===== src/hw/motor_pwm_regs.vh =====
// constants of the brush motor PWM state controller: bus offsets, fields, timing
// assumes a 125 MHz core clock; counts are in oscillator ticks derived from it
//
// Contract
// - sense auto or manual wiring, decode accordingly
// - zero-speed auto command sends controller to sleep
// - manual open command inputs send controller to sleep
// - gate drive held low throughout sleep
// - valid speed command in sleep enters run
// - fault only from overvoltage or current fault
// - overvoltage enters fault, undervoltage enters sleep
// - gate off until supply returns to normal
// - integrator pulled low in overvoltage and sleep
// - all counts from 20 kHz oscillator ticks
// - falling auto edge wakes sleep into run
// - 100 Hz command, less high means faster
// - auto input static 2048 ticks gives sleep
// - auto pull-up only in automatic run
// - auto duty = (2.88+13.12(1-D))/Vbat
// - manual select high moves sleep to run
// - manual run enables twentyfold current sinks
// - manual duty = (2.88+6.56 Vdiff)/Vbat
// - manual select opening enters sleep
// - overcurrent only while gate high; pulls integrator
// - 8192-tick windows latch any overcurrent
// - eight flagged windows: off 65536 ticks, restart
// - second eight flagged windows: latch until sleep
// - clean window clears count and restart history
`ifndef MOTOR_PWM_REGS_VH
`define MOTOR_PWM_REGS_VH

// timing
`define CORE_CLK_HZ 125000000
`define OSC_NOM_HZ 20000
`define IDLE_TICKS 2048
`define WINDOW_TICKS 8192
`define DISABLE_TICKS 65536
`define FLAGGED_WINDOWS 4'h8

// transfer equations, millivolts
`define OFFSET_MV 2880
`define AUTO_SPAN_MV 13120
`define MAN_GAIN_Q10 6717
`define INT_SHIFT 6

// register offsets
`define CTRL_OFFSET 8'h00
`define STATUS_OFFSET 8'h04
`define DUTY_OFFSET 8'h08
`define SPEED_OFFSET 8'h0C

// fields
`define CTRL_FORCE_SLEEP_BIT 0
`define CTRL_RESET_VALUE 1'h0

// states
`define ST_SLEEP 3'h0
`define ST_RUN 3'h1
`define ST_FAULT_OV 3'h2
`define ST_FAULT_OFF 3'h3
`define ST_FAULT_LATCH 3'h4

`endif


===== src/hw/motor_pwm_state_controller.v =====
// brush motor PWM state controller: mode sensing, sleep/run/fault, duty, APB slave
// assumes comparator bits arrive unsynchronised and supply/command words from a
// converter on core_clk
//
// The placing of the registers and the APB interface to the registers were left to the implementer.
`timescale 1ns/1ns
`include "motor_pwm_regs.vh"

module motor_pwm_state_controller #(
   parameter OSC_DIV = `CORE_CLK_HZ / `OSC_NOM_HZ,
   parameter IDLE_TICKS = `IDLE_TICKS,
   parameter WINDOW_TICKS = `WINDOW_TICKS,
   parameter DISABLE_TICKS = `DISABLE_TICKS
) (
   input wire core_clk,
   input wire reset,
   input wire psel,
   input wire penable,
   input wire pwrite,
   input wire [7:0] paddr,
   input wire [31:0] pwdata,
   output reg [31:0] prdata,
   output wire pready,
   output reg pslverr,
   input wire manualSelectHigh,
   input wire autoCommandLevel,
   input wire overvoltageThreshold,
   input wire undervoltageThreshold,
   input wire currentSenseAboveLimit,
   input wire [15:0] supplyMv,
   input wire [11:0] manualDiffMv,
   output reg gate_drive_out,
   output reg integratorPullLow,
   output reg autoPullupEn,
   output reg manualSinkEn,
   output reg switchedReferenceOn
);

   reg [2:0] state_reg;
   reg [2:0] state_next;
   reg [4:0] sync1_reg;
   reg [4:0] sync2_reg;
   reg autoPrev_reg;
   reg manualMode_reg;
   reg [15:0] divCnt_reg;
   reg oscTick;
   reg [11:0] idleCnt_reg;
   reg [16:0] windowCnt_reg;
   reg windowFlag_reg;
   reg [3:0] flaggedCnt_reg;
   reg restartUsed_reg;
   reg [16:0] disableCnt_reg;
   reg signed [15:0] speedInt_reg;
   reg [15:0] numer_reg;
   reg [24:0] dividend_reg;
   reg [16:0] rem_reg;
   reg [24:0] quot_reg;
   reg [4:0] divStep_reg;
   reg [10:0] duty_reg;
   reg [15:0] thresh_reg;
   reg forceSleep_reg;
   wire manHigh;
   wire autoLevel;
   wire overV;
   wire underV;
   wire senseAbove;
   wire autoFall;
   wire autoIdle;
   wire windowEnd;
   wire overCurrent;
   wire sleepCause;
   wire intPull;
   wire signed [15:0] intTarget;
   wire signed [15:0] intStep;
   wire [27:0] manScaled;
   wire [16:0] remShift;
   wire [26:0] threshProd;
   wire apbWrite;

   // first stage is read only by the second stage
   always @(posedge core_clk or posedge reset) begin
      if (reset) begin
         sync1_reg <= 5'h00;
         sync2_reg <= 5'h00;
      end else begin
         sync1_reg <= {manualSelectHigh, autoCommandLevel, overvoltageThreshold,
                       undervoltageThreshold, currentSenseAboveLimit};
         sync2_reg <= sync1_reg;
      end
   end

   assign manHigh = sync2_reg[4];
   assign autoLevel = sync2_reg[3];
   assign overV = sync2_reg[2];
   assign underV = sync2_reg[1];
   assign senseAbove = sync2_reg[0];

   // oscillator tick divider; also the PWM phase counter
   always @(posedge core_clk or posedge reset) begin
      if (reset) begin
         divCnt_reg <= 16'h0000;
         oscTick <= 1'b0;
      end else if (divCnt_reg == OSC_DIV[15:0] - 16'h0001) begin
         divCnt_reg <= 16'h0000;
         oscTick <= 1'b1;
      end else begin
         divCnt_reg <= divCnt_reg + 16'h0001;
         oscTick <= 1'b0;
      end
   end

   // mode comes from the wiring: a select input pulled above the supply means manual
   always @(posedge core_clk or posedge reset) begin
      if (reset) begin
         manualMode_reg <= 1'b0;
      end else if (state_reg == `ST_SLEEP) begin
         manualMode_reg <= manHigh;
      end
   end

   // falling edge of the pulsed command, and its inactivity timer
   always @(posedge core_clk or posedge reset) begin
      if (reset) begin
         autoPrev_reg <= 1'b0;
         idleCnt_reg <= 12'h000;
      end else begin
         autoPrev_reg <= autoLevel;
         if (autoFall || autoLevel != autoPrev_reg) begin
            idleCnt_reg <= 12'h000;
         end else if (oscTick && !autoIdle) begin
            idleCnt_reg <= idleCnt_reg + 12'h001;
         end
      end
   end

   assign autoFall = autoPrev_reg && !autoLevel;
   // a static level (constant high is the zero-speed command) counts as idle
   assign autoIdle = (idleCnt_reg == IDLE_TICKS[11:0] - 12'h001) && oscTick;

   // any route to sleep; the latched current fault also clears this way
   assign sleepCause = underV || forceSleep_reg ||
                       (manualMode_reg ? !manHigh : autoIdle);

   // overcurrent is only meaningful while the gate is actually on
   assign overCurrent = senseAbove && gate_drive_out;
   assign windowEnd = oscTick && (windowCnt_reg == WINDOW_TICKS[16:0] - 17'h00001);

   // state machine
   always @* begin
      state_next = state_reg;
      case (state_reg)
         `ST_SLEEP: begin
            if (!underV && !forceSleep_reg) begin
               if (manHigh) begin
                  state_next = `ST_RUN;
               end else if (autoFall) begin
                  state_next = `ST_RUN;
               end
            end
         end
         `ST_RUN: begin
            if (sleepCause) begin
               state_next = `ST_SLEEP;
            end else if (overV) begin
               state_next = `ST_FAULT_OV;
            end else if (windowEnd && (windowFlag_reg || overCurrent) &&
                         flaggedCnt_reg == `FLAGGED_WINDOWS - 4'h1) begin
               state_next = restartUsed_reg ? `ST_FAULT_LATCH : `ST_FAULT_OFF;
            end
         end
         `ST_FAULT_OV: begin
            if (sleepCause) begin
               state_next = `ST_SLEEP;
            end else if (!overV) begin
               state_next = `ST_RUN;
            end
         end
         `ST_FAULT_OFF: begin
            if (sleepCause) begin
               state_next = `ST_SLEEP;
            end else if (oscTick && disableCnt_reg == DISABLE_TICKS[16:0] - 17'h00001) begin
               state_next = `ST_RUN;
            end
         end
         `ST_FAULT_LATCH: begin
            if (sleepCause) begin
               state_next = `ST_SLEEP;
            end
         end
         default: begin
            state_next = `ST_SLEEP;
         end
      endcase
   end

   always @(posedge core_clk or posedge reset) begin
      if (reset) begin
         state_reg <= `ST_SLEEP;
      end else begin
         state_reg <= state_next;
      end
   end

   // overcurrent windows and the shutdown/restart history
   always @(posedge core_clk or posedge reset) begin
      if (reset) begin
         windowCnt_reg <= 17'h00000;
         windowFlag_reg <= 1'b0;
         flaggedCnt_reg <= 4'h0;
         restartUsed_reg <= 1'b0;
         disableCnt_reg <= 17'h00000;
      end else if (state_reg != `ST_RUN) begin
         windowCnt_reg <= 17'h00000;
         windowFlag_reg <= 1'b0;
         flaggedCnt_reg <= 4'h0;
         if (state_reg == `ST_SLEEP) begin
            restartUsed_reg <= 1'b0;
         end else if (state_reg == `ST_FAULT_OFF) begin
            restartUsed_reg <= 1'b1;
         end
         if (state_reg == `ST_FAULT_OFF && oscTick) begin
            disableCnt_reg <= disableCnt_reg + 17'h00001;
         end else if (state_reg != `ST_FAULT_OFF) begin
            disableCnt_reg <= 17'h00000;
         end
      end else begin
         disableCnt_reg <= 17'h00000;
         if (windowEnd) begin
            windowCnt_reg <= 17'h00000;
            windowFlag_reg <= 1'b0;
            if (windowFlag_reg || overCurrent) begin
               flaggedCnt_reg <= flaggedCnt_reg + 4'h1;
            end else begin
               flaggedCnt_reg <= 4'h0;
               restartUsed_reg <= 1'b0;
            end
         end else begin
            if (oscTick) begin
               windowCnt_reg <= windowCnt_reg + 17'h00001;
            end
            if (overCurrent) begin
               windowFlag_reg <= 1'b1;
            end
         end
      end
   end

   // digital stand-in for the speed integrator; pulled low rather than frozen
   // so that duty ramps up gently on recovery
   assign intPull = (state_reg != `ST_RUN) || overCurrent;
   assign manScaled = {16'h0000, manualDiffMv} * 28'd`MAN_GAIN_Q10;
   // low on the pulsed input is speed: less high time means faster
   assign intTarget = manualMode_reg ? $signed({1'b0, manScaled[24:10]}) :
                      (autoLevel ? 16'sd0 : 16'sd`AUTO_SPAN_MV);
   assign intStep = (intTarget - speedInt_reg) >>> `INT_SHIFT;

   always @(posedge core_clk or posedge reset) begin
      if (reset) begin
         speedInt_reg <= 16'sd0;
      end else if (intPull) begin
         speedInt_reg <= 16'sd0;
      end else if (oscTick) begin
         speedInt_reg <= speedInt_reg + intStep;
      end
   end

   // serial divider: duty in 1/1024 = (offset + integrator) * 1024 / supply
   assign remShift = {rem_reg[15:0], dividend_reg[24]};

   always @(posedge core_clk or posedge reset) begin
      if (reset) begin
         numer_reg <= 16'h0000;
         dividend_reg <= 25'h0000000;
         rem_reg <= 17'h00000;
         quot_reg <= 25'h0000000;
         divStep_reg <= 5'h00;
         duty_reg <= 11'h000;
      end else if (oscTick && divStep_reg == 5'h00) begin
         // a new load waits for the divider to finish, so a tick period shorter
         // than the 25 division steps, other than 1, 2 or 13 cycles, still yields a duty, only less often
         numer_reg <= 16'd`OFFSET_MV + speedInt_reg[15:0];
         dividend_reg <= {numer_reg[14:0], 10'h000};
         rem_reg <= 17'h00000;
         quot_reg <= 25'h0000000;
         divStep_reg <= 5'd25;
      end else if (divStep_reg != 5'h00) begin
         dividend_reg <= {dividend_reg[23:0], 1'b0};
         divStep_reg <= divStep_reg - 5'h01;
         if (remShift >= {1'b0, supplyMv} && supplyMv != 16'h0000) begin
            rem_reg <= remShift - {1'b0, supplyMv};
            quot_reg <= {quot_reg[23:0], 1'b1};
         end else begin
            rem_reg <= remShift;
            quot_reg <= {quot_reg[23:0], 1'b0};
         end
      end else begin
         // saturate at full on
         duty_reg <= (quot_reg > 25'd1024) ? 11'd1024 : quot_reg[10:0];
      end
   end

   // compare threshold, rescaled to the phase counter once per period
   assign threshProd = {16'h0000, duty_reg} * OSC_DIV[26:0];

   always @(posedge core_clk or posedge reset) begin
      if (reset) begin
         thresh_reg <= 16'h0000;
      end else if (oscTick) begin
         thresh_reg <= threshProd[25:10];
      end
   end

   // outputs: gate only in run, only below the threshold
   always @(posedge core_clk or posedge reset) begin
      if (reset) begin
         gate_drive_out <= 1'b0;
         integratorPullLow <= 1'b1;
         autoPullupEn <= 1'b0;
         manualSinkEn <= 1'b0;
         switchedReferenceOn <= 1'b0;
      end else begin
         gate_drive_out <= (state_next == `ST_RUN) && !overV && !underV &&
                           (divCnt_reg < thresh_reg);
         integratorPullLow <= intPull;
         autoPullupEn <= (state_reg == `ST_RUN) && !manualMode_reg;
         manualSinkEn <= (state_reg == `ST_RUN) && manualMode_reg;
         switchedReferenceOn <= (state_reg != `ST_SLEEP);
      end
   end

   // APB slave, zero wait states
   assign pready = 1'b1;
   assign apbWrite = psel && penable && pwrite;

   always @(posedge core_clk or posedge reset) begin
      if (reset) begin
         forceSleep_reg <= `CTRL_RESET_VALUE;
      end else if (apbWrite && paddr == `CTRL_OFFSET) begin
         forceSleep_reg <= pwdata[`CTRL_FORCE_SLEEP_BIT];
      end
   end

   // read data and error are combinational so they are valid in the access phase
   always @* begin
      prdata = 32'h00000000;
      pslverr = 1'b0;
      if (psel && penable) begin
         case (paddr)
            `CTRL_OFFSET: prdata = {31'h00000000, forceSleep_reg};
            `STATUS_OFFSET: prdata = {22'h000000, restartUsed_reg, flaggedCnt_reg,
                                      manualMode_reg, gate_drive_out, state_reg};
            `DUTY_OFFSET: prdata = {21'h000000, duty_reg};
            `SPEED_OFFSET: prdata = {16'h0000, speedInt_reg};
            default: pslverr = 1'b1;
         endcase
      end
   end

endmodule


===== config.mk =====
export PLATFORM = sky130hd
export DESIGN_NAME = motor_pwm_state_controller
export DESIGN_NICKNAME = d
export VERILOG_FILES = /design/src/hw/motor_pwm_state_controller.v
export VERILOG_INCLUDE_DIRS = /design/src /design/src/hw
export SDC_FILE = /design/constraint.sdc
export NUM_CORES = 1
export LEC_CHECK = 0
export BUFFER_PORTS_ARGS = -buffer_cell sky130_fd_sc_hd__buf_2
export CAP_MARGIN = 20
export CORE_MARGIN = 3
export CORE_UTILIZATION = 45
export DETAILED_ROUTE_END_ITERATION = 8
export GPL_TIMING_DRIVEN = 0
export MAX_ROUTING_LAYER = met4
export PLACE_DENSITY_LB_ADDON = 0.2
export SYNTH_ARGS = -nofsm -noshare
export SYNTH_HDL_FRONTEND = slang
export SYNTH_SLANG_ARGS = --single-unit

===== constraint.sdc =====
create_clock -name core_clk -period 13.22 [get_ports core_clk]
set_input_delay 1.322 -clock core_clk [delete_from_list [all_inputs] [get_ports core_clk]]
set_output_delay 1.322 -clock core_clk [all_outputs]
set_load 0.005 [all_outputs]

==> summary.md, run 1 <==
| Metric | Value |
|---|---|
| Final WL | `36100 microns` |
| Critical Path AT | `just under 10 ns` |
| Ant. Diodes | `0` |
| Total power | `about 2.6 mW` |
| Placement Setup Slack | `~3.4 ns` |
| Final Hold Vio Count | `0` |
| Final worst slack | `a little under 4 ns` |
| Areal power density over the cells | `around 140 mW/mm^2` |
| Share of post-route cells with drive strength above 1 | `around 8.5%` |
| PortBufs | `67` |
| Via-to-Cell Ratio | `5.22` |
| M3 GR Usage | `about 2.7%` |
| Syn-to-layout area delta | `11.6%` |
| Biggest cell delay along the critical path | `0.54 ns` |
| Largest area contributor in the netlist | `dfrtp_1` |
| Most frequent cells after synthesis | `ha_1, inv_1, dfrtp_1` |
| Status | `completed` |
| EDFF count, synth | `0` |
| Synth Area in Compound Gates | `11.2%` |
| Syn. warnings | `0` |
| Net count, final | `between 2000 and 2500` |
| Synthesized area per cell | `about 9.4 sq um` |
| Min Tclk post-route | `~9.4 ns` |
| Number of flip-flops in the largest register | `25` |
| Startpoint Class | `input port` |
| Clock Power Share | `approximately 29%` |
| Clk slew on worst S/H paths | `0.06 ns` |
| Share of flip-flops with an asynchronous set or reset | `100%` |
| Top Ports | `~120` |
| Critical Path RT | `between 10 and 15 ns` |
| Post-synth design cell area | `~0.016 sq mm` |
| Worst-Margin Slew | `roughly 1.1 ns` |
| HP Class | `flip-flop to flip-flop` |
| Htree depth | `1` |
| Area contributors post-synth | `dfrtp_1, ha_1, fa_1, inv_1, xnor2_1` |
| Vias in the first global route | `12200` |
| Setup Viol. Count Final | `0` |
| Main combinational cell family by area after synthesis | `adder cells` |
| Avg WL per Cell | `around 16 microns` |
| Dpl cell area | `0.0172 sq mm` |
| Root Driver | `clkbuf_16` |
| Kind of critical path | `input port to flip-flop` |
| Rel. slew slack | `27.8%` |
| Post-route ant nets | `0` |
| Fmax | `~110 MHz` |
| Busiest layer in global routing | `met2` |
| Met1 usage | `27.8%` |
| DR iter-0 viols | `approximately 490` |
| Seq cells post-synth | `slightly above 200` |
| Gpl congestion | `between 0.8 and 0.9` |
| Width of the chip | `slightly below 200 microns` |
| Clk_lat worst skew | `~0.52 ns` |
| Vias | `roughly 12000` |
| Post-Syn Instances | `around 1700` |
| Final Hold Slack | `0.352 ns` |
| Slowest-stage cell, CP | `fa_1` |
| Sink Count | `a little over 200` |
| Post-synthesis xor/xnor area fraction | `roughly 6.8%` |
| Worst vdd ir | `~0.00013 V` |
| Antenna violations before repair | `0` |
| Sequential share of the synthesized area | `32.0%` |
| Clock Skews | `roughly 0.024 ns` |
| Post-CTS Setup Bufs | `0` |
| Hold-fix buffers, CTS | `0` |
| Setup_tns | `0 ns` |
| Final Cell Area | `0.0181 sq mm` |
| Critical path endpoint category | `flip-flop` |
| Final period util | `between 70% and 80%` |
| Main flop type after synthesis | `dfrtp_1` |
| Met2 Resource Use GR | `30.8%` |
| Top cell type's share of synthesized area | `about a third` |
| Leak Pwr | `9.20 nW` |
| Sw frac | `between 30% and 40%` |
| DRT Pass-1 Iters | `4` |
| Most common cell in the netlist | `ha_1` |
| Mux share of post-synthesis cell area | `under 10%` |
| Largest net degree at the start of global routing | `113` |
| GR Overflow Total | `0` |
| TritonCTS Buffers | `24` |
| Total Routing Usage GR | `between 15 and 20%` |
| First-pass GRT wire length | `roughly 60000 microns` |
| Comb pwr share | `~46%` |
| Sw Pwr | `about 0.9 mW` |
| Row count | `a little under 70` |
| Dpl cells | `approximately 2300` |
| DRC | `0` |
| CTS tree | `done` |
| Max Buffers Root-to-Sink | `3` |
| Placed wire-length estimate | `28600 microns` |
| Post-CTS resize count | `0` |
| Synthesized-area fraction occupied by adder cells | `~26%` |
| Synth cell types | `69` |
| Crit path max fanout | `6` |
| Max Cap Viol | `0` |
| P_int | `1.64 mW` |
| Max-slew violations | `0` |
| Starting Density | `a little under half` |
| Core area | `approximately 0.035 sq mm` |
| Post-Synth Simple-Gate Area | `14.4%` |
| Vert. Die Dim | `196 microns` |
| Flop pwr share | `roughly 25%` |
| Finished Layout Cells | `~2300` |
| Die Area | `between 0.03 and 0.04 sq mm` |
| RSZ-0062 raised after global routing | `false` |
| Fin util | `approximately half` |
[power groups by stage]
| stage | combinational (mW) | sequential [mW] | clock [mW] |
|---|---|---|---|
| 2_1_floorplan | 0.947 | 0.653 | 0 |
| 3_3_place_gp | 1.16 | 0.655 | 0 |
| 3_5_place_dp | 1.18 | 0.654 | 0 |
| 4_1_cts | 1.19 | 0.643 | 0.744 |
| 5_1_grt | 1.35 | 0.643 | 0.771 |
| 6_report | 1.18 | 0.643 | 0.729 |
[placed cells by master, fill, tap and decap left out, types with 42 or more instances in the layout]
cell type  netlist  routed
xnor2_1         76      76
nand2_1        163     163
dfrtp_1        206     206
nand3_1         66      66
xor2_1          50      50
buf_2            1      68
ha_1           223     223
o21ai_0         80      80
nor2_1         105     105
clkbuf_1        38      42
fa_1            68      68
inv_1          215     214
a21oi_1         70      70
[worst max-delay path: cells and delay by family]
| kind | cells | cell delay [ns] |
|---|---|---|
| XOR/XNOR | 3 | 0.76 |
| AND/OR/NAND/NOR | 4 | 0.62 |
| AO/OA/AOI/OAI | 16 | 3.22 |
| buffers and inverters | 5 | 0.37 |
| adder cells (fa/ha/maj) | 8 | 3.46 |
[routing by layer]
metal | wire [microns] | vias to the layer above
met5 | 0 | -
met1 | 17900 | 5789
li1 | - | 6042
met4 | 665 | 0
met2 | 16100 | 194
met3 | 1420 | 41
[area by class of cell]
| class | count | area, sq um |
|---|---|---|
| fill | 3270 | 16900 |
| multi-input combinational | 1259 | 9950 |
| sequential | 207 | 5180 |
| inverter | 215 | 815 |
| clock buffer | 36 | 737 |
| tap | 455 | 569 |
| timing repair buffer | 68 | 363 |
| buffer | 63 | 302 |
| clock inverter | 8 | 151 |
[kinds of logic after synthesis]
group	after synthesis
AND/OR/NAND/NOR	495
adder cells (fa/ha/maj)	291
AO/OA/AOI/OAI	284
buffers and inverters	278
flip-flops	207
XOR/XNOR	126
multiplexers	46
other	2
[path summary, 6_finish.rpt]
| check | start | endpoint | slack (ns) | depth (start not counted) |
|---|---|---|---|---|
| max reg2reg | manualMode_reg | speedInt_reg[15] | 7.54 | 21 |
| max in group asynchronous | reset | idleCnt_reg[1] | 11.33 | 3 |
| max | manualDiffMv[6] | speedInt_reg[15] | 3.84 | 36 |
| min in group asynchronous | reset | sync1_reg[3] | 0.95 | 2 |
| min reg2reg | sync1_reg[0] | sync2_reg[0] | 0.35 | 0 |
| min | sync1_reg[0] | sync2_reg[0] | 0.35 | 0 |
No activity file was read; power rests on OpenSTA's default activity.
==> run 2: changes to the inputs <==
Clock period 13.22 ns to 8.8 ns, I/O delays scaled along.
==> run 2 against run 1 <==
  * Clock skew fell by 0.0013 ns
  * Final cell count rose by 0.17%
  * Highest routed layer unchanged
  * Largest power group unchanged
  * First-iteration DRC count rose by 7.4%
==> summary.md, run 2 (same netlist as run 1, synthesis figures left out) <==
| Metric | Value |
|---|---|
| GR Overflow Total | `0 (unchanged)` |
| Critical path endpoint category | `flip-flop (unchanged)` |
| Final Cell Area | `0.0183 sq mm (was 0.0181 sq mm)` |
| Dpl cell area | `0.0172 sq mm (unchanged)` |
| First-pass GRT wire length | `61100 microns (unchanged)` |
| Total Routing Usage GR | `19.8% (about the same)` |
| Dpl cells | `2267 (unchanged)` |
| Final period util | `a little over nine tenths` |
| Slowest-stage cell, CP | `fa_1 (unchanged)` |
| Worst vdd ir | `0.000225 V (was 0.000130 V)` |
| Areal power density over the cells | `222 mW/mm^2 (was 141 mW/mm^2)` |
| Min Tclk post-route | `~8.4 ns` |
| Clock Power Share | `27.1% (was 28.6%)` |
| Ant. Diodes | `0 (unchanged)` |
| Biggest cell delay along the critical path | `0.54 ns (about the same)` |
| Vias in the first global route | `12200 (about the same)` |
| Worst Hold Launch | `sync1_reg[0] (unchanged)` |
| Status | `completed (unchanged)` |
| Flop pwr share | `23.9% (was 25.2%)` |
| Max Used Layer | `met4 (unchanged)` |
| Antenna violations before repair | `0 (unchanged)` |
| Final worst slack | `0.438 ns (was 3.84 ns)` |
| Most common cell after layout, fill and taps aside | `ha_1 (unchanged)` |
| Rel. slew slack | `28.1% (was 27.8%)` |
| Max-slew violations | `0 (unchanged)` |
| Via-to-Cell Ratio | `5.25 (was 5.22)` |
| Vias | `12200 (was 12100)` |
| Clk slew on worst S/H paths | `0.06 ns (about the same)` |
| DR iter-0 viols | `521 (was 485)` |
| Row count | `68 (unchanged)` |
| Starting Density | `46.3% (unchanged)` |
| Reg-to-Reg End | `speedInt_reg[15] (unchanged)` |
| Worst-Margin Slew | `1.07 ns (about the same)` |
| Startpoint Class | `input port (unchanged)` |
| Clock Skews | `0.0225 ns (was 0.0238 ns)` |
| Placed wire-length estimate | `28600 microns (unchanged)` |
| Number of flip-flops in the largest register | `25 (unchanged)` |
| Fin util | `52.2% (was 51.7%)` |
| Placement Setup Slack | `-0.590 ns (was 3.39 ns)` |
| Setup Viol. Count Final | `0 (unchanged)` |
| Worst r2r src | `manualMode_reg (unchanged)` |
| Critical Path RT | `9.19 ns (was 13.61 ns)` |
| Met2 WL | `16300 microns (was 16100 microns)` |
| Most frequent cells in the layout | `ha_1, inv_1, dfrtp_1 (unchanged)` |
| Core area | `0.0350 sq mm (unchanged)` |
| Leak Pwr | `9.24 nW (was 9.20 nW)` |
| Largest net degree at the start of global routing | `113 (unchanged)` |
| Syn-to-layout area delta | `12.8% (was 11.6%)` |
| Htree depth | `1 (unchanged)` |
| Sink Count | `207 (unchanged)` |
| Metal3 WL | `1500 microns (was 1420 microns)` |
| Kind of critical path | `input port to flip-flop (unchanged)` |
| Net count, final | `2211 (was 2207)` |
| Sw frac | `36.6% (was 35.9%)` |
| Gpl congestion | `0.844 (unchanged)` |
| Share of post-route cells with drive strength above 1 | `9.57% (was 8.46%)` |
| Critical Path AT | `8.75 ns (was 9.77 ns)` |
| CTS tree | `done (unchanged)` |
| FF-to-FF path depth | `21 (unchanged)` |
| DRC | `0 (unchanged)` |
| Die Area | `0.0383 sq mm (unchanged)` |
| Fmax | `roughly 120 MHz` |
| Final WL | `36300 microns (was 36100 microns)` |
| Root Driver | `clkbuf_16 (unchanged)` |
| Avg WL per Cell | `15.7 microns (was 15.6 microns)` |
| HP Class | `flip-flop to flip-flop (unchanged)` |
| FF-to-FF setup slack | `3.40 ns (was 7.54 ns)` |
| Hold depth | `0 (unchanged)` |
| Crit path max fanout | `5 (was 6)` |
| P_int | `2.56 mW (was 1.64 mW)` |
| Comb pwr share | `49.0% (was 46.3%)` |
| Crit path top cell by count | `a21o_1` |
| Width of the chip | `196 microns (unchanged)` |
| DRT Pass-1 Iters | `5 (was 4)` |
| Vert. Die Dim | `196 microns (unchanged)` |
| PortBufs | `67 (unchanged)` |
| Max Buffers Root-to-Sink | `3 (unchanged)` |
| Finished Layout Cells | `2315 (was 2311)` |
| Post-route ant nets | `0 (unchanged)` |
| Final Hold Vio Count | `0 (unchanged)` |
| Clk_lat worst skew | `0.52 ns (about the same)` |
| WL met1 | `17900 microns (about the same)` |
| Top Ports | `117 (unchanged)` |
| Sw Pwr | `1.48 mW (was 0.917 mW)` |
| TritonCTS Buffers | `24 (unchanged)` |
| RSZ-0062 raised after global routing | `false (unchanged)` |
| Hold-fix buffers, CTS | `0 (unchanged)` |
| Hold worst-path end | `sync2_reg[0] (unchanged)` |
| Max Cap Viol | `0 (unchanged)` |
-- run 2: cell types whose count changed in the layout (fill, tap and decap cells not counted), sizes merged --
| cell | change |
|---|---|
| buf | +4 |
-- run 2: worst max-delay path, delay by kind of cell --
kind / cells / cell delay [ns]
adders and majority gates: 8 / 3.36
and+or+nand+nor: 1 / 0.16
xor gates and xnor gates: 3 / 0.46
AOI/OAI and AO/OA: 20 / 3.52
buffers and inverters: 5 / 0.37
-- run 2: how the worst max path moves through the flow --
stage | from | to | slack, ns
4_1_cts | manualDiffMv[6] | speedInt_reg[15] | 0.07
6_report | manualDiffMv[6] | speedInt_reg[15] | 0.44
3_3_place_gp | manualDiffMv[6] | speedInt_reg[15] | -0.50
3_5_place_dp | manualDiffMv[6] | speedInt_reg[15] | -0.59
2_1_floorplan | manualDiffMv[6] | speedInt_reg[15] | 0.36
5_1_grt | manualDiffMv[6] | speedInt_reg[15] | 0.002
-- run 2: power groups by stage --
stage                     combinational, mW  sequential (mW)  clock [mW]
after floorplan                        1.42            0.981           0
after global placement                 1.74            0.983           0
after detailed placement               1.78            0.983           0
after CTS                              1.80            0.965        1.12
after global routing                   2.22            0.966        1.16
final                                  1.98            0.965        1.10
-- run 2: area by class of cell --
cell class / count / area, sq um
clock buffers: 36 / 737
plain buffers: 63 / 302
well taps: 455 / 569
repair buffers: 72 / 393
flip-flops and latches: 207 / 5180
multi-input cells: 1259 / 10100
inverters: 215 / 815
clock inverters: 8 / 151
fillers: 3244 / 16700
-- run 2: layer usage --
metal,global-route usage [%],up-vias
li1,-,6062
met1,27.8,5844
met2,30.8,213
met3,2.66,45
met4,4.22,0
met5,-,-
-- run 2: repair_timing --
action                                  in CTS  in global routing
pin swaps                                    0                  8
resized for setup                            1                 23
cloned                                       0                  0
endpoints found under the setup margin       1                  5
setup buffers                                0                  4
-- run 2: through the flow --
step	setup TNS [ns]	total power [mW]	hold WS [ns]
floorplan	0	2.40	0.331
global placement	-40.63	2.72	0.337
detailed placement	-1.73	2.76	0.338
CTS	0	3.88	0.355
global route	0	4.35	0.355
finish	0	4.04	0.351
